<file path="config.mk">
export PLATFORM = sky130hd
export DESIGN_NAME = alt_mode_exec
export DESIGN_NICKNAME = d
export VERILOG_FILES = /design/src/hw/alt_exec_pkg.sv /design/src/hw/alt_mode_exec.sv
export SDC_FILE = /design/constraint.sdc
export NUM_CORES = 1
export LEC_CHECK = 0
export ABC_AREA = 0
export BUFFER_PORTS_ARGS = -buffer_cell sky130_fd_sc_hd__buf_2
export CORE_ASPECT_RATIO = 2
export CORE_UTILIZATION = 45
export CTS_CLUSTER_SIZE = 14
export DETAILED_ROUTE_END_ITERATION = 10
export PLACE_DENSITY = 0.66
export SETUP_SLACK_MARGIN = 0.05
export SYNTH_ARGS = -nofsm -noshare
export SYNTH_HDL_FRONTEND = slang
export SYNTH_SLANG_ARGS = --single-unit
</file>
<file path="constraint.sdc">
create_clock -name pclk -period 4.6 [get_ports pclk]
set_input_delay 0.46 -clock pclk [delete_from_list [all_inputs] [get_ports pclk]]
set_output_delay 0.46 -clock pclk [all_outputs]
set_load 0.05 [all_outputs]
</file>
<file path="src/hw/alt_exec_pkg.sv">
// Constants, types and encodings shared by the alternate-mode execution block.
package alt_exec_pkg;

  // ********************************************************************
  // Timing
  // ********************************************************************
  localparam int CLK_MHZ = 125;
  localparam int RECYC_NS = 50;
  localparam int SAMPLE_NS = 500;
  localparam int OFFIOP_NS = 200;
  localparam int IOCLK_NS = 100;
  localparam logic [6:0] RECYC_CYC = 7'((RECYC_NS * CLK_MHZ + 999) / 1000);
  localparam logic [6:0] SAMPLE_CYC = 7'((SAMPLE_NS * CLK_MHZ + 999) / 1000);
  localparam logic [6:0] OFFIOP_CYC = 7'((OFFIOP_NS * CLK_MHZ + 999) / 1000);
  localparam logic [6:0] IOCLK_CYC = 7'((IOCLK_NS * CLK_MHZ + 999) / 1000);

  // ********************************************************************
  // Register map and fields
  // ********************************************************************
  localparam logic [7:0] OFF_CTRL = 8'h00;
  localparam logic [7:0] OFF_INSN = 8'h04;
  localparam logic [7:0] OFF_ACC = 8'h08;
  localparam logic [7:0] OFF_MQ = 8'h0C;
  localparam logic [7:0] OFF_FLAGS = 8'h10;
  localparam logic [7:0] OFF_NEXTW = 8'h14;
  localparam logic [7:0] OFF_STAT = 8'h18;
  localparam logic [7:0] OFF_MADDR = 8'h1C;
  localparam int CTRL_START = 0;
  localparam int CTRL_INT = 1;
  localparam int CTRL_TRAP = 2;
  localparam int CTRL_TTRAP = 3;
  localparam int FLG_LINK = 0;
  localparam int FLG_FLOW = 1;
  localparam int STAT_BUSY = 0;
  localparam int STAT_SKIP = 1;
  localparam int STAT_TRAPPED = 2;
  localparam int STAT_RET = 4;
  localparam logic [11:0] RST_WORD = 12'h000;

  // ********************************************************************
  // Instruction encodings
  // ********************************************************************
  localparam logic [6:0] OPC_ROL = 7'h05;
  localparam logic [6:0] OPC_ROR = 7'h06;
  localparam logic [6:0] OPC_SCR = 7'h07;
  localparam logic [6:0] OPC_SXL = 7'h08;
  localparam logic [6:0] OPC_SKIP = 7'h09;
  localparam logic [6:0] OPC_LOPR = 7'h0A;
  localparam logic [3:0] N_SNS_MAX = 4'h5;
  localparam logic [3:0] N_AZE = 4'h8;
  localparam logic [3:0] N_APO = 4'h9;
  localparam logic [3:0] N_LZE = 4'hA;
  localparam logic [3:0] N_FLO = 4'hC;
  localparam logic [3:0] N_QLZ = 4'hD;
  localparam logic [3:0] N_SKP = 4'hE;
  localparam logic [3:0] N_IOB = 4'h0;
  localparam logic [3:0] N_RSW = 4'hE;
  localparam logic [3:0] N_LSW = 4'hF;
  localparam logic [11:0] VEC_INT = 12'h020;
  localparam logic [11:0] VEC_TRAP = 12'h060;
  localparam logic [11:0] TR_A_LO = 12'h141;
  localparam logic [11:0] TR_A_HI = 12'h14D;
  localparam logic [11:0] TR_B_LO = 12'h151;
  localparam logic [11:0] TR_B_HI = 12'h15D;
  localparam logic [11:0] TR_C_LO = 12'h160;
  localparam logic [11:0] TR_C_HI = 12'h17F;
  localparam logic [11:0] TR_D_LO = 12'h1E0;
  localparam logic [11:0] TR_D_HI = 12'h1FF;
  localparam logic [11:0] TR_E_LO = 12'h3C0;
  localparam logic [11:0] TR_E_HI = 12'h3DF;
  localparam logic [11:0] TR_T_LO = 12'h1C0;
  localparam logic [11:0] TR_T_HI = 12'h1DF;
  localparam logic [11:0] TWO_WORD_A = 12'h3C0;
  localparam logic [11:0] TWO_WORD_B = 12'h3D0;

  // ********************************************************************
  // Types
  // ********************************************************************
  typedef enum logic [3:0] {
    S_IDLE, S_TP4, S_PAUSE, S_TS5, S_IO_SHIFT, S_IO_SAMPLE, S_IO_OFF, S_IO_CLK
  } exec_e;

  typedef struct packed {
    logic [11:0] xl;
    logic [5:0] sense;
    logic [11:0] right_sw;
    logic [11:0] left_sw;
  } panel_s;

  typedef struct packed {
    logic first;
    logic second;
    logic fourth;
    logic sample;
    logic strobe;
  } io_pulse_s;

endpackage : alt_exec_pkg

</file>
<file path="src/hw/alt_mode_exec.sv">
// Alternate-mode shift, skip, embedded I/O, switch read and trap vectoring unit.
//
// The register addresses and the APB register port were chosen for this implementation.
`timescale 1ns/10ps
module alt_mode_exec
  import alt_exec_pkg::*;
(
  input wire logic pclk,
  input wire logic presetn,
  input wire logic psel,
  input wire logic penable,
  input wire logic pwrite,
  input wire logic [7:0] paddr,
  input wire logic [31:0] pwdata,
  output logic [31:0] prdata,
  output logic pready,
  output logic pslverr,
  input wire panel_s panel_in,
  output io_pulse_s io_out,
  output logic [11:0] io_word
);
  // ********************************************************************
  // Functions
  // ********************************************************************
  function automatic logic in_rng(logic [11:0] v, logic [11:0] lo, logic [11:0] hi);
    return (v >= lo) && (v <= hi);
  endfunction : in_rng
  function automatic logic is_mapped(logic [7:0] a);
    return (a[1:0] == 2'b00) && (a <= OFF_MADDR);
  endfunction : is_mapped
  // ********************************************************************
  // State
  // ********************************************************************
  panel_s pin_meta_ff, pin_ff;
  exec_e state_ff;
  logic [6:0] tmr_ff, opc;
  logic [11:0] ir_ff, ac_ff, mq_ff, mb_ff, ma_ff, io_word_ff;
  logic link_ff, flow_ff, trap_en_ff, tape_trap_ff, skip_ff, trapped_ff;
  logic [1:0] ret_inc_ff, io_step_ff;
  logic repeat_sync_flag_ff, state5_repeat_flag_ff, io_wait_flag_ff;
  logic [31:0] prdata_ff;
  logic pready_ff, pslverr_ff;
  io_pulse_s io_out_ff;
  logic acc_ph, wr_en, busy, start, ibit, shift_op, trap_hit, cond, io_bit;
  logic [3:0] cnt;
  assign acc_ph = psel && penable && pready_ff;
  assign wr_en = acc_ph && pwrite && !pslverr_ff;
  assign busy = (state_ff != S_IDLE);
  assign start = wr_en && (paddr == OFF_CTRL) && pwdata[CTRL_START] && !busy;
  assign opc = ir_ff[11:5];
  assign ibit = ir_ff[4];
  assign cnt = ir_ff[3:0];
  assign shift_op = (opc == OPC_ROR) || (opc == OPC_SCR) || (opc == OPC_ROL);
  assign io_bit = mb_ff[2'd0 + io_step_ff];
  // ********************************************************************
  // Pin synchronisers
  // ********************************************************************
  always_ff @(posedge pclk or negedge presetn) begin
    if (!presetn) begin
      pin_meta_ff <= '0;
      pin_ff <= '0;
    end else begin
      pin_meta_ff <= panel_in;
      pin_ff <= pin_meta_ff;
    end
  end
  // ********************************************************************
  // Trap and skip decode
  // ********************************************************************
  always_comb begin
    trap_hit = 1'b0;
    if (trap_en_ff) begin
      trap_hit = in_rng(ir_ff, TR_A_LO, TR_A_HI) || in_rng(ir_ff, TR_B_LO, TR_B_HI) ||
                 in_rng(ir_ff, TR_C_LO, TR_C_HI) || in_rng(ir_ff, TR_D_LO, TR_D_HI) ||
                 in_rng(ir_ff, TR_E_LO, TR_E_HI) ||
                 (tape_trap_ff && in_rng(ir_ff, TR_T_LO, TR_T_HI));
    end
  end
  always_comb begin
    cond = 1'b0;
    if (opc == OPC_SXL) begin
      cond = (cnt < 4'd12) ? pin_ff.xl[cnt] : 1'b0;
    end else begin
      case (cnt)
        N_AZE: cond = (ac_ff == 12'h000) || (ac_ff == 12'hFFF);
        N_APO: cond = !ac_ff[11];
        N_LZE: cond = !link_ff;
        N_FLO: cond = flow_ff;
        N_QLZ: cond = !mq_ff[0];
        N_SKP: cond = 1'b1;
        default: cond = (cnt <= N_SNS_MAX) ? pin_ff.sense[3'(cnt)] : 1'b0;
      endcase
    end
  end
  // ********************************************************************
  // Sequencer, repeat flags and place counter
  // ********************************************************************
  always_ff @(posedge pclk or negedge presetn) begin
    if (!presetn) begin
      state_ff <= S_IDLE;
      tmr_ff <= 7'h00;
      io_step_ff <= 2'h0;
    end else begin
      case (state_ff)
        S_IDLE: begin
          if (start && !trap_hit) begin
            state_ff <= S_TP4;
          end
        end
        S_TP4: begin
          if (shift_op && (cnt != 4'h0)) begin
            state_ff <= S_PAUSE;
            tmr_ff <= RECYC_CYC - 7'h01;
          end else if (opc == OPC_LOPR && !ibit && cnt == N_IOB) begin
            state_ff <= S_IO_SHIFT;
            io_step_ff <= 2'h0;
          end else if (opc == OPC_LOPR && !ibit && (cnt == N_RSW || cnt == N_LSW)) begin
            state_ff <= S_TS5;
          end else begin
            state_ff <= S_IDLE;
          end
        end
        S_PAUSE: begin
          if (tmr_ff == 7'h00) begin
            state_ff <= S_TS5;
          end else begin
            tmr_ff <= tmr_ff - 7'h01;
          end
        end
        S_TS5: begin
          if (!shift_op || cnt == 4'h1) begin
            state_ff <= S_IDLE;
          end
        end
        S_IO_SHIFT: begin
          state_ff <= S_IO_SAMPLE;
          tmr_ff <= SAMPLE_CYC - 7'h01;
        end
        S_IO_SAMPLE: begin
          if (tmr_ff == 7'h00) begin
            state_ff <= S_IO_OFF;
            tmr_ff <= OFFIOP_CYC - 7'h01;
          end else begin
            tmr_ff <= tmr_ff - 7'h01;
          end
        end
        S_IO_OFF: begin
          if (tmr_ff == 7'h00) begin
            state_ff <= S_IO_CLK;
            tmr_ff <= IOCLK_CYC - 7'h01;
          end else begin
            tmr_ff <= tmr_ff - 7'h01;
          end
        end
        S_IO_CLK: begin
          if (tmr_ff != 7'h00) begin
            tmr_ff <= tmr_ff - 7'h01;
          end else if (io_step_ff == 2'h2) begin
            state_ff <= S_IDLE;
          end else begin
            state_ff <= S_IO_SHIFT;
            io_step_ff <= io_step_ff + 2'h1;
          end
        end
        default: state_ff <= S_IDLE;
      endcase
    end
  end
  always_ff @(posedge pclk or negedge presetn) begin
    if (!presetn) begin
      repeat_sync_flag_ff <= 1'b0;
      state5_repeat_flag_ff <= 1'b0;
      io_wait_flag_ff <= 1'b0;
    end else begin
      if (state_ff == S_TP4 && shift_op && cnt != 4'h0) begin
        repeat_sync_flag_ff <= 1'b1;
      end else if (state_ff == S_TS5 && cnt == 4'h1) begin
        repeat_sync_flag_ff <= 1'b0;
      end
      if (state_ff == S_PAUSE && tmr_ff == 7'h00) begin
        state5_repeat_flag_ff <= 1'b1;
      end else if (state_ff == S_TS5 && cnt == 4'h1) begin
        state5_repeat_flag_ff <= 1'b0;
      end
      if (state_ff == S_TP4 && opc == OPC_LOPR && !ibit && cnt == N_IOB) begin
        io_wait_flag_ff <= 1'b1;
      end else if (state_ff == S_IO_CLK && tmr_ff == 7'h00 && io_step_ff == 2'h2) begin
        io_wait_flag_ff <= 1'b0;
      end
    end
  end
  always_ff @(posedge pclk or negedge presetn) begin
    if (!presetn) begin
      ir_ff <= RST_WORD;
      mb_ff <= RST_WORD;
    end else begin
      if (wr_en && !busy && paddr == OFF_INSN) begin
        ir_ff <= pwdata[11:0];
      end else if (state_ff == S_TS5 && shift_op) begin
        ir_ff[3:0] <= cnt - 4'h1;
      end
      if (wr_en && !busy && paddr == OFF_NEXTW) begin
        mb_ff <= pwdata[11:0];
      end
    end
  end
  // ********************************************************************
  // Accumulator, MQ, link and flow
  // ********************************************************************
  always_ff @(posedge pclk or negedge presetn) begin
    if (!presetn) begin
      ac_ff <= RST_WORD;
      mq_ff <= RST_WORD;
      link_ff <= 1'b0;
      flow_ff <= 1'b0;
    end else if (state_ff == S_TS5) begin
      case (opc)
        OPC_ROR: begin
          ac_ff <= {(ibit ? link_ff : mq_ff[0]), ac_ff[11:1]};
          mq_ff <= {ac_ff[0], mq_ff[11:1]};
          if (ibit) begin
            link_ff <= mq_ff[0];
          end
        end
        OPC_SCR: begin
          ac_ff <= {ac_ff[11], ac_ff[11:1]};
          mq_ff <= {ac_ff[0], mq_ff[11:1]};
          if (ibit) begin
            link_ff <= ac_ff[0];
          end
        end
        OPC_ROL: begin
          ac_ff <= {ac_ff[10:0], (ibit ? link_ff : ac_ff[11])};
          if (ibit) begin
            link_ff <= ac_ff[11];
          end
        end
        OPC_LOPR: ac_ff <= (cnt == N_RSW) ? pin_ff.right_sw : pin_ff.left_sw;
        default: ac_ff <= ac_ff;
      endcase
    end else if (wr_en && !busy) begin
      if (paddr == OFF_ACC) begin
        ac_ff <= pwdata[11:0];
      end
      if (paddr == OFF_MQ) begin
        mq_ff <= pwdata[11:0];
      end
      if (paddr == OFF_FLAGS) begin
        link_ff <= pwdata[FLG_LINK];
        flow_ff <= pwdata[FLG_FLOW];
      end
    end
  end
  // ********************************************************************
  // Skip, trap and vectoring
  // ********************************************************************
  always_ff @(posedge pclk or negedge presetn) begin
    if (!presetn) begin
      skip_ff <= 1'b0;
      trapped_ff <= 1'b0;
      ret_inc_ff <= 2'h0;
      ma_ff <= RST_WORD;
      trap_en_ff <= 1'b0;
      tape_trap_ff <= 1'b0;
    end else begin
      if (state_ff == S_TP4 && (opc == OPC_SXL || opc == OPC_SKIP)) begin
        skip_ff <= cond ^ ibit;
      end else if (start) begin
        skip_ff <= 1'b0;
      end
      if (start) begin
        trapped_ff <= trap_hit;
        ret_inc_ff <= (ir_ff == TWO_WORD_A || ir_ff == TWO_WORD_B) ? 2'h2 : 2'h1;
        if (trap_hit) begin
          ma_ff <= VEC_TRAP;
        end
      end else if (wr_en && paddr == OFF_CTRL && pwdata[CTRL_INT] && !busy) begin
        ma_ff <= trap_en_ff ? VEC_TRAP : VEC_INT;
      end
      if (wr_en && paddr == OFF_CTRL && !busy) begin
        trap_en_ff <= pwdata[CTRL_TRAP];
        tape_trap_ff <= pwdata[CTRL_TTRAP];
      end
    end
  end
  // ********************************************************************
  // I/O pulse outputs
  // ********************************************************************
  always_ff @(posedge pclk or negedge presetn) begin
    if (!presetn) begin
      io_out_ff <= '0;
      io_word_ff <= RST_WORD;
    end else begin
      io_out_ff.strobe <= 1'b0;
      case (state_ff)
        S_IO_SHIFT: begin
          io_word_ff <= mb_ff;
          io_out_ff.first <= (io_step_ff == 2'h0) && mb_ff[0];
          io_out_ff.second <= (io_step_ff == 2'h1) && mb_ff[1];
          io_out_ff.fourth <= (io_step_ff == 2'h2) && mb_ff[2];
          io_out_ff.sample <= 1'b1;
        end
        S_IO_SAMPLE: io_out_ff.strobe <= (tmr_ff == 7'h00) && io_bit;
        S_IO_OFF: begin
          if (tmr_ff == 7'h00) begin
            io_out_ff <= '0;
          end
        end
        default: io_out_ff.strobe <= 1'b0;
      endcase
    end
  end
  // ********************************************************************
  // APB slave
  // ********************************************************************
  always_ff @(posedge pclk or negedge presetn) begin
    if (!presetn) begin
      pready_ff <= 1'b0;
      pslverr_ff <= 1'b0;
      prdata_ff <= 32'h0000_0000;
    end else begin
      pready_ff <= psel && !penable;
      pslverr_ff <= psel && !penable && !is_mapped(paddr);
      if (psel && !penable) begin
        case (paddr)
          OFF_CTRL: prdata_ff <= {28'h0, tape_trap_ff, trap_en_ff, 2'h0};
          OFF_INSN: prdata_ff <= {20'h0, ir_ff};
          OFF_ACC: prdata_ff <= {20'h0, ac_ff};
          OFF_MQ: prdata_ff <= {20'h0, mq_ff};
          OFF_FLAGS: prdata_ff <= {30'h0, flow_ff, link_ff};
          OFF_NEXTW: prdata_ff <= {20'h0, mb_ff};
          OFF_STAT: prdata_ff <= {26'h0, ret_inc_ff, io_wait_flag_ff, trapped_ff, skip_ff, busy};
          OFF_MADDR: prdata_ff <= {20'h0, ma_ff};
          default: prdata_ff <= 32'h0000_0000;
        endcase
      end
    end
  end
  assign prdata = prdata_ff;
  assign pready = pready_ff;
  assign pslverr = pslverr_ff;
  assign io_out = io_out_ff;
  assign io_word = io_word_ff;
endmodule : alt_mode_exec

</file>
Word level (Yosys, flattened, before mapping). Index checks and enable logic that the tools add are counted.

Bits in registers: 217. Word-level logic and storage cells: 271. Bits of input ports: 87.

Order comparisons: 18. Multiplexer cells: 66. Reduce and logical (&&, ||, !) cells: 93. $add $sub $neg: 3. Bitwise logic cells: 2. Equality and inequality tests: 54.

Operators with widths (count): $mux 12 (11); $pmux 12 s8 (1); $ge 12x9->1 const B (5); $le 12x9->1 const B (5); $pmux 12 s4 (1); $mux 7 (6); $pmux 7 s6 (1); $logic_and 1x1->1 (39); $eq 8x5->1 const B (4); $mux 4 (8); $pmux 4 s8 (1); $eq 4x4->1 const B (7); $ne 2x2->1 const B (14); $eq 12x10->1 const B (2); $eq 7x3->1 const B (3); $eq 7x4->1 const B (3); $reduce_bool 2->1 (10); $mux 1 (19); $eq 4x3->1 const B (4); $eq 8x4->1 const B (2); $eq 12x12->1 const B (1); $ge 12x10->1 const B (1); $le 12x10->1 const B (1); $logic_not 12->1 (1); other kinds (47) (86).

Longest topological paths before layout. Gate-level depths: netlist of run 1.

Word-level depth: 12. Mapped depth: 10. Gate-level depth less buffers: 8.

Least setup slack after synthesis of run 1. No wires, ideal clock.

Path type: register to register. Start point: reg ir_ff[0]. End point: reg ac_ff[10]. Arrival: 2.134 ns. Stages on the path, launching flop included: 11. Path slack: 2.342 ns. Library setup time: 0.125 ns. Cells stage by stage: dfrtp_1 > buf_2 > inv_1 > ha_1 > nand3_1 > buf_2 > mux2i_1 > nor2_1 > a221oi_1 > o21ai_1 > mux2_2.

Word-level cells in the longest chain between the ends: 4.

RTL lines: start: declaration (RTL line alt_mode_exec.sv:37) `logic [11:0] ir_ff, ac_ff, mq_ff, mb_ff, ma_ff, io_word_ff;`; start signal: assignment (RTL line alt_mode_exec.sv:198) `ir_ff <= pwdata[11:0];`; start signal: assignment (RTL line alt_mode_exec.sv:200) `ir_ff[3:0] <= cnt - 4'h1;`; $eq 4x4->1 (RTL line alt_mode_exec.sv:238) `OPC_LOPR: ac_ff <= (cnt == N_RSW) ? pin_ff.right_sw : pin_ff.left_sw;`; $mux 12 (RTL line alt_mode_exec.sv:238); $pmux 12 s4 (RTL line alt_mode_exec.sv:217) `case (opc)`; $mux 12 (RTL line alt_mode_exec.sv:216) `end else if (state_ff == S_TS5) begin`; end signal: assignment (RTL line alt_mode_exec.sv:219) `ac_ff <= {(ibit ? link_ff : mq_ff[0]), ac_ff[11:1]};`; end signal: assignment (RTL line alt_mode_exec.sv:238); end signal: assignment (RTL line alt_mode_exec.sv:243) `ac_ff <= pwdata[11:0];`; end: declaration (RTL line alt_mode_exec.sv:37).

No other way between the ends. A chain may end at the register's enable or synchronous reset.

Worst setup path after layout of run 1.
Start point: reg state_ff[1]. End point: reg ac_ff[8].

Word-level cells in the longest chain between the ends: 5.

RTL lines: start: declaration (RTL line alt_mode_exec.sv:35) `exec_e state_ff;`; start signal: assignment (RTL line alt_mode_exec.sv:100) `state_ff <= S_IDLE;`; start signal: assignment (RTL line alt_mode_exec.sv:107) `state_ff <= S_TP4;`; start signal: assignment (RTL line alt_mode_exec.sv:112) `state_ff <= S_PAUSE;`; parallel branches: the longest is 5 deep, another holds $ne 5x4->1; end signal: assignment (RTL line alt_mode_exec.sv:233) `ac_ff <= {ac_ff[10:0], (ibit ? link_ff : ac_ff[11])};`; end signal: assignment (RTL line alt_mode_exec.sv:238); end signal: assignment (RTL line alt_mode_exec.sv:243).

Several ways; the timed one is not identified.

==> results of run 1 <==
[cells by family (layout without fill, tap and decap cells)]
family | Yosys count | in the layout | synth area share, %
xor gates and xnor gates | 7 | 7 | 0.743
adders and majority gates | 9 | 9 | 1.36
DFF | 186 | 186 | 56.4
AOI/OAI and AO/OA | 153 | 153 | 12.8
and+or+nand+nor | 198 | 198 | 12.8
other | 1 | 20 | 0.0454
buffers and inverters | 76 | 151 | 4.73
muxes | 77 | 77 | 11.1
[cell type report]
| cell class | count | share of cell area [%] |
|---|---|---|
| Tap cell | 213 | 2.84 |
| Inverter | 16 | 0.640 |
| Clock buffer | 20 | 4.76 |
| Clock inverter | 12 | 1.49 |
| Multi-Input combinational cell | 464 | 35.0 |
| Timing Repair Buffer | 103 | 5.72 |
| Sequential cell | 186 | 49.6 |
[placed cells by master, fill, tap and decap left out, drive strengths merged, types with 4 or more instances in the layout]
| cell type | n |
|---|---|
| dfrtp | 186 |
| buf | 103 |
| nor2 | 70 |
| nand2 | 54 |
| mux2 | 54 |
| o21ai | 31 |
| a21oi | 23 |
| a31oi | 22 |
| conb | 20 |
| clkbuf | 20 |
| inv | 19 |
| mux2i | 18 |
| a22oi | 17 |
| a221oi | 14 |
| nand3 | 12 |
| ha | 9 |
| nor2b | 9 |
| nor3 | 9 |
| nor4 | 8 |
| nand4 | 7 |
| mux4 | 5 |
| a21o | 5 |
| xnor2 | 5 |
| or3 | 5 |
| clkinv | 5 |
| o211ai | 4 |
| a32o | 4 |
| a32oi | 4 |
| nor4b | 4 |
| a22o | 4 |
[routing by layer]
| metal | global-route usage [%] | vias to the layer above |
|---|---|---|
| li1 | - | 2689 |
| met1 | 23.0 | 2817 |
| met2 | 39.2 | 219 |
| met3 | 3.36 | 37 |
| met4 | 12.1 | 0 |
| met5 | 0 | - |
[flip-flops by register name, summed over array words and instances, names as in the netlist]
signal / flops
state_ff: 3
trapped_ff: 1
mb_ff: 12
trap_en_ff: 1
skip_ff: 1
tape_trap_ff: 1
io_wait_flag_ff: 1
tmr_ff: 7
io_word: 12
ret_inc_ff: 2
pready: 1
mq_ff: 12
ir_ff: 12
ac_ff: 12
flow_ff: 1
pin_ff: 42
ma_ff: 2
io_out: 5
link_ff: 1
pin_meta_ff: 42
pslverr: 1
io_step_ff: 2
prdata: 12
[metrics by stage]
step / util, % / power [mW] / setup WS [ns]
2_1_floorplan: - / 1.87 / 2.34
3_3_place_gp: 49.2 / 1.96 / 1.50
3_5_place_dp: 49.2 / 1.96 / 1.45
4_1_cts: 52.5 / 3.42 / 1.65
5_1_grt: 52.5 / 3.51 / 1.49
6_report: 52.5 / 3.39 / 1.61
[worst max-delay path: cells and delay by family, from the launching register on]
kind / cells / cell delay (ns)
AO/OA/AOI/OAI: 1 / 0.92
flip-flops: 1 / 0.76
multiplexers: 1 / 0.42
AND/OR/NAND/NOR: 2 / 0.76
[worst paths after layout]
path                                                 end  slack, ns
worst max register to register      ac_ff[8]$_DFFE_PN0P_       1.61
worst min-delay path            pin_meta_ff[3]$_DFF_PN0_       0.13
min in group asynchronous          tmr_ff[2]$_DFFE_PN0P_       0.14
max in group asynchronous          mq_ff[10]$_DFFE_PN0P_       3.31
worst min register to register       pin_ff[0]$_DFF_PN0_       0.34
worst max-delay path                ac_ff[8]$_DFFE_PN0P_       1.61
[power groups by stage]
stage	clock network (mW)	logic (mW)	registers [mW]
2_1_floorplan	0	0.0946	1.78
3_3_place_gp	0	0.221	1.74
3_5_place_dp	0	0.224	1.74
4_1_cts	1.49	0.224	1.71
5_1_grt	1.55	0.240	1.71
6_report	1.46	0.221	1.71
==> summary.txt, run 1 <==
DR iter-0 viols: 489
Mapped Area: 0.00826 mm²
drt total wl: 19,200 µm
clock network fraction of total power: 43.1%
Synth cell types: 72
die width: 97.8 µm
Final Critical Period: 2.99 ns
largest net degree at the start of global routing: 113
CP cell instances: nand2_1, or2_2, o21ai_1, mux2_2
post-synth top area cell: dfrtp_1
CP Data Arrival Time: 3.30 ns
top cells by area, synth: dfrtp_1 (56%), mux2_2 (6.8%), nor2_1 (3.1%)
Hold/Removal Path Class: input port to flop
DRC viols: 26
Reg clk slew, reported paths: 0.07 ns
setup TNS: 0 ns
post-synth top area share: 56.4%
Fillers: 1,558
combinational share of power: 6.5%
max_slew headroom: 28.0%
Antenna diodes: 0
initial core utilization: 46.2%
drt via density: 5.68
Crit Path Category: flop to flop
Area after DPL: 0.00880 mm²
Internal: 2.56 mW
register area share after synthesis: 56.4%
Post-CTS Setup Repair Bufs: 0
asr flop ratio synth: 100%
vias in the first global route: 5,826
Root Driver: clkbuf_16
Max Fclk: 334 MHz
CP max stage delay: 0.92 ns
most common cell in the netlist: dfrtp_1
crit-path max FO: 26
worst skew pair latency: 0.43 ns
Placeable Area: 0.0179 mm²
met2 wire length: 10,700 µm
Post-synth EDFFs: 0
Critical path origin: state_ff[1]$_DFFE_PN0P_
fin cells: 1,014
wire length on met3: 828 µm
worst-margin pin slew: 1.07 ns
sw frac: 24.3%
Crit Reg-Reg Startpoint: state_ff[1]$_DFFE_PN0P_
Max VDD drop: 238 µV
Clock Sinks: 186
FP Rows: 69
IO Pins: 138
Post-Synthesis Cells: 707
Ys Warns: 0
RSZ-0062 raised after global routing: false
share of cells above drive strength 1: 26.3%
status: finished, violations left
area of the die: 0.0189 mm²
drt wl/cell: 18.9 µm
kind of start point of the critical path: flop
Pwr Density: 361 mW/mm²
failing checks: design-rule violations
hold path depth: 1
area of the multi-input gates: 0.00328 mm²
Num CTS Buffers: 17
GP Congestion: 0.892
MaxCap Viol Count: 0
drt pass-1 iters: 8
clock skew: 0.00937 ns
worst hold path startpoint: panel_in[3]
nets: 884
Port Buf Inserts: 97
slowest CP cell: o21ai_1
Hold Vio Cnt, Final: 0
fin crit share: 65.0%
Reg power frac: 50.4%
initial antenna violation count: 0
Post-synth top cells: dfrtp_1 (186), nor2_1 (69), nand2_1 (53), mux2_2 (50), clkbuf_1 (26)
depth of the CTS H-tree: 4
Syn Area/Cell: 11.7 µm²
Seq cells post-synth: 186
placed cells: 982
Leak: 4.39 nW
Data required, critical path: 4.91 ns
Die Height: 194 µm
final setup violation count: 0
prevailing post-synth register cell: dfrtp_1
Fin Hold WS: 0.132 ns
Total Routing Usage GR: 21.4%
max-slew violations: 0
top sig layer: met4
Overflow after GRT: 0
CTS tree: done
global-route wire length before repair: 30,800 µm
Layout area overhead: 13.7%
Sequential Area: 0.00465 mm²
Crit. End Element: flop
reg2reg path depth: 4
vias: 5,762
DP Wirelength: 14,200 µm
Antenna Nets Post-Route: 0
CTS resizes: 0
CTS Buffer Depth: 2
hold-fix buffer count after cts: 0
cell area after layout: 0.00939 mm²
met1 WL: 6910 µm
Switch Pwr: 0.823 mW
(Power assumes the default switching activity.)
==> inputs of run 2 (changes only) <==
Settings changed: ABC_AREA 0 to 1.
Clock period 4.6 ns to 2.8 ns, I/O delays scaled along.
==> run 2 against run 1 <==
  * The flow still finishes with violations (design-rule violations)
  * Combinational power rose by 90%
  * Clock skew increased by 0.0045 ns
  * Die area is 3.6% higher
  * Maximum frequency is 21% higher
  * Sequential share of layout area down 4.6 points
  * Critical path depth increased by 8
  * Setup slack lost 1.3 ns
  * Area after synthesis is 3.7% higher
  * Total power grew 70%
  * Sequential power grew 63%
  * Critical endpoint is now state_ff[2]$_DFFE_PN0P_
  * Largest cell class unchanged
  * Largest power group unchanged
  * Highest routed layer unchanged
==> summary.txt, run 2 <==
status: finished, violations left
failing checks: design-rule violations
MaxCap Viol Count: 0 (unchanged)
Post-synth EDFFs: 0 (unchanged)
Placeable Area: 0.0187 mm² (+4.9%)
Leak: 5.22 nW (+19%)
worst-margin pin slew: 0.707 ns (-0.366 ns)
Fillers: 1,755 (+13%)
Clock Sinks: 186 (unchanged)
Hold Vio Cnt, Final: 0 (unchanged)
prevailing post-synth register cell: dfrtp_1
Num CTS Buffers: 17 (unchanged)
most common cell after layout, fill and taps aside: nand2_1
Pwr Density: 557 mW/mm² (+54%)
die width: 99.5 µm (+1.8%)
post-synth top area share: 54.4% (-2.0 points)
FP Rows: 71 (+2.9%)
reg2reg path depth: 12 (+8)
asr flop ratio synth: 100% (unchanged)
Hold/Removal Path Class: input port to flop
post-synth top area cell: dfrtp_1
Data required, critical path: 3.13 ns (-1.78 ns)
initial core utilization: 45.7% (-0.53 points)
kind of start point of the critical path: flop
fin crit share: 87.9% (+23 points)
Port Buf Inserts: 97 (unchanged)
Mapped Area: 0.00856 mm² (+3.7%)
RSZ-0062 raised after global routing: false
Total Routing Usage GR: 22.7% (+1.3 points)
most common cell in the netlist: nand2_1
max_slew headroom: 52.7% (+25 points)
Max VDD drop: 387 µV (+63%)
largest net degree at the start of global routing: 70 (-38%)
Overflow after GRT: 0 (unchanged)
IO Pins: 138 (unchanged)
global-route met1 utilization: 23.1% (+0.11 points)
final worst setup slack: 0.338 ns (-1.27 ns)
met2 capacity usage during global routing: 41.5% (+2.3 points)
Ys Warns: 0 (unchanged)
clock skew: 0.0138 ns (+0.00447 ns)
Layout area overhead: 20.9%
DRC viols: 1 (-96%)
Root Driver: clkbuf_16
global-route wire length before repair: 33,900 µm (+9.9%)
CTS Buffer Depth: 2 (unchanged)
drt wl/cell: 14.6 µm (-23%)
Antenna diodes: 0 (unchanged)
Max Fclk: 406 MHz (+21%)
crit-path max FO: 14 (-46%)
hold path depth: 2 (+1)
Reg clk slew, reported paths: 0.08 ns (about the same)
met3 usage: 3.96% (+0.60 points)
share of cells above drive strength 1: 15.9% (-10 points)
CP Data Arrival Time: 2.79 ns (-0.51 ns)
GP Congestion: 0.956 (+7.2%)
drt pass-1 iters: 9 (+1)
max-slew violations: 0 (unchanged)
DP Wirelength: 15,600 µm (+9.5%)
register area share after synthesis: 54.4% (-2.0 points)
Antenna Nets Post-Route: 0 (unchanged)
vias: 7,067 (+23%)
Synth cell types: 45 (-38%)
drt via density: 4.96 (-13%)
drt total wl: 20,800 µm (+8.5%)
final setup violation count: 0 (unchanged)
most frequent cells in the layout: nand2_1 (296), dfrtp_1 (186), inv_1 (117)
vias in the first global route: 7,071 (+21%)
area of the multi-input gates: 0.00319 mm² (-3.0%)
Sequential Area: 0.00465 mm² (unchanged)
area of the die: 0.0196 mm² (+3.6%)
CTS resizes: 0 (unchanged)
Final Critical Period: 2.46 ns (-0.528 ns)
Crit Path Category: flop to flop
CTS tree: done
DR iter-0 viols: 451 (-7.8%)
initial antenna violation count: 0 (unchanged)
nets: 1,252 (+42%)
worst skew pair latency: 0.45 ns (+0.02 ns)
Syn Area/Cell: 8.48 µm² (-27%)
setup TNS: 0 ns (unchanged)
setup slack after placement: 0.345 ns (-1.10 ns)
Die Height: 197 µm (+1.8%)
Crit. End Element: flop
Regs by FF count: pin_ff (42), pin_meta_ff (42)
Post-Synthesis Cells: 1,010 (+43%)
Post-synth top cells: nand2_1 (296), dfrtp_1 (186), inv_1 (117), o21ai_0 (100), nand3_1 (69)
depth of the CTS H-tree: 4 (unchanged)
top cells by area, synth: dfrtp_1 (54%), nand2_1 (13%), o21ai_0 (5.8%)
most used routing layer: met2
Seq cells post-synth: 186 (unchanged)
run 2: cell types whose count changed after synthesis, moves of 16 or more:
cell	previous run	this run
nand2_1	53	296
inv_1	15	117
o21ai_0	18	100
nand3_1	12	69
mux2_2	50	0
a31oi_1	22	2
mux2i_1	18	0
nor2_1	69	52
a22oi_1	17	1
run 2: metal layers:
layer / share of wire (%) / vias up
li1: - / 3497
met1: 37 / 3256
met2: 54 / 237
met3: 3.9 / 77
met4: 5.7 / 0
met5: 0 / -
run 2: repair_timing:
item | in CTS | in global routing
endpoints found under the setup margin | 0 | 0
hold buffers | 43 | 0
buffers inserted | 0 | 0
endpoints found under the hold margin | 109 | 0
run 2: cells by family after synthesis:
family | after synthesis | share of synthesized area [%]
and+or+nand+nor | 455 | 22.7
DFF | 186 | 54.4
AOI/OAI and AO/OA | 178 | 12.0
buffers and inverters | 178 | 9.25
adders and majority gates | 9 | 1.32
xor gates and xnor gates | 3 | 0.307
other | 1 | 0.0438
run 2: cell type report:
type	count	area share, %
Clock buffer	17	4.11
Inverter	130	4.75
Tap cell	255	3.08
Clock inverter	15	1.98
Sequential cell	186	45.0
Timing Repair Buffer	156	10.3
Multi-Input combinational cell	665	30.8
run 2: critical path, cell delays in order (launching register included):
cell     delay, ns
dfrtp_1       0.65
inv_1         0.26
ha_1          0.28
nor2_1        0.14
nand3_1       0.15
nand4_1       0.11
nand2_1       0.07
o21ai_0       0.20
nand2_1       0.11
nand2_1       0.15
nand2_1       0.11
nand2_1       0.07
nand2_1       0.05
run 2: power by group:
group	total, mW	internal [mW]	leakage (nW)	switching (mW)
Combinational	0.421	0.133	2.64	0.288
Sequential	2.79	2.76	2.28	0.0310
Clock	2.55	1.44	0.302	1.11
Total	5.76	4.33	5.22	1.43
run 2: path summary, 6_finish.rpt:
check / end / from / slack (ns)
max reg2reg: state_ff[2]$_DFFE_PN0P_ / ir_ff[0]$_DFFE_PN0P_ / 0.34
max: state_ff[2]$_DFFE_PN0P_ / ir_ff[0]$_DFFE_PN0P_ / 0.34
min: pready$_DFF_PN0_ / penable / 0.10
max in group asynchronous: pin_ff[25]$_DFF_PN0_ / presetn / 1.62
min reg2reg: pin_ff[36]$_DFF_PN0_ / pin_meta_ff[36]$_DFF_PN0_ / 0.35
min in group asynchronous: io_word[10]$_DFFE_PN0P_ / presetn / 0.42
run 2: stage by stage:
step	power, mW	hold WS [ns]	cells	instance area [µm²]	util (%)
detailed placement	3.22	0.335	1349	9290	49.5
global route	5.98	0.113	1424	10300	55.2
CTS	5.84	0.0888	1424	10300	55.2
global placement	3.22	0.333	1349	9290	49.5
floorplan	3.08	-0.0156	1029	8630	-
finish	5.76	0.105	1424	10300	55.2
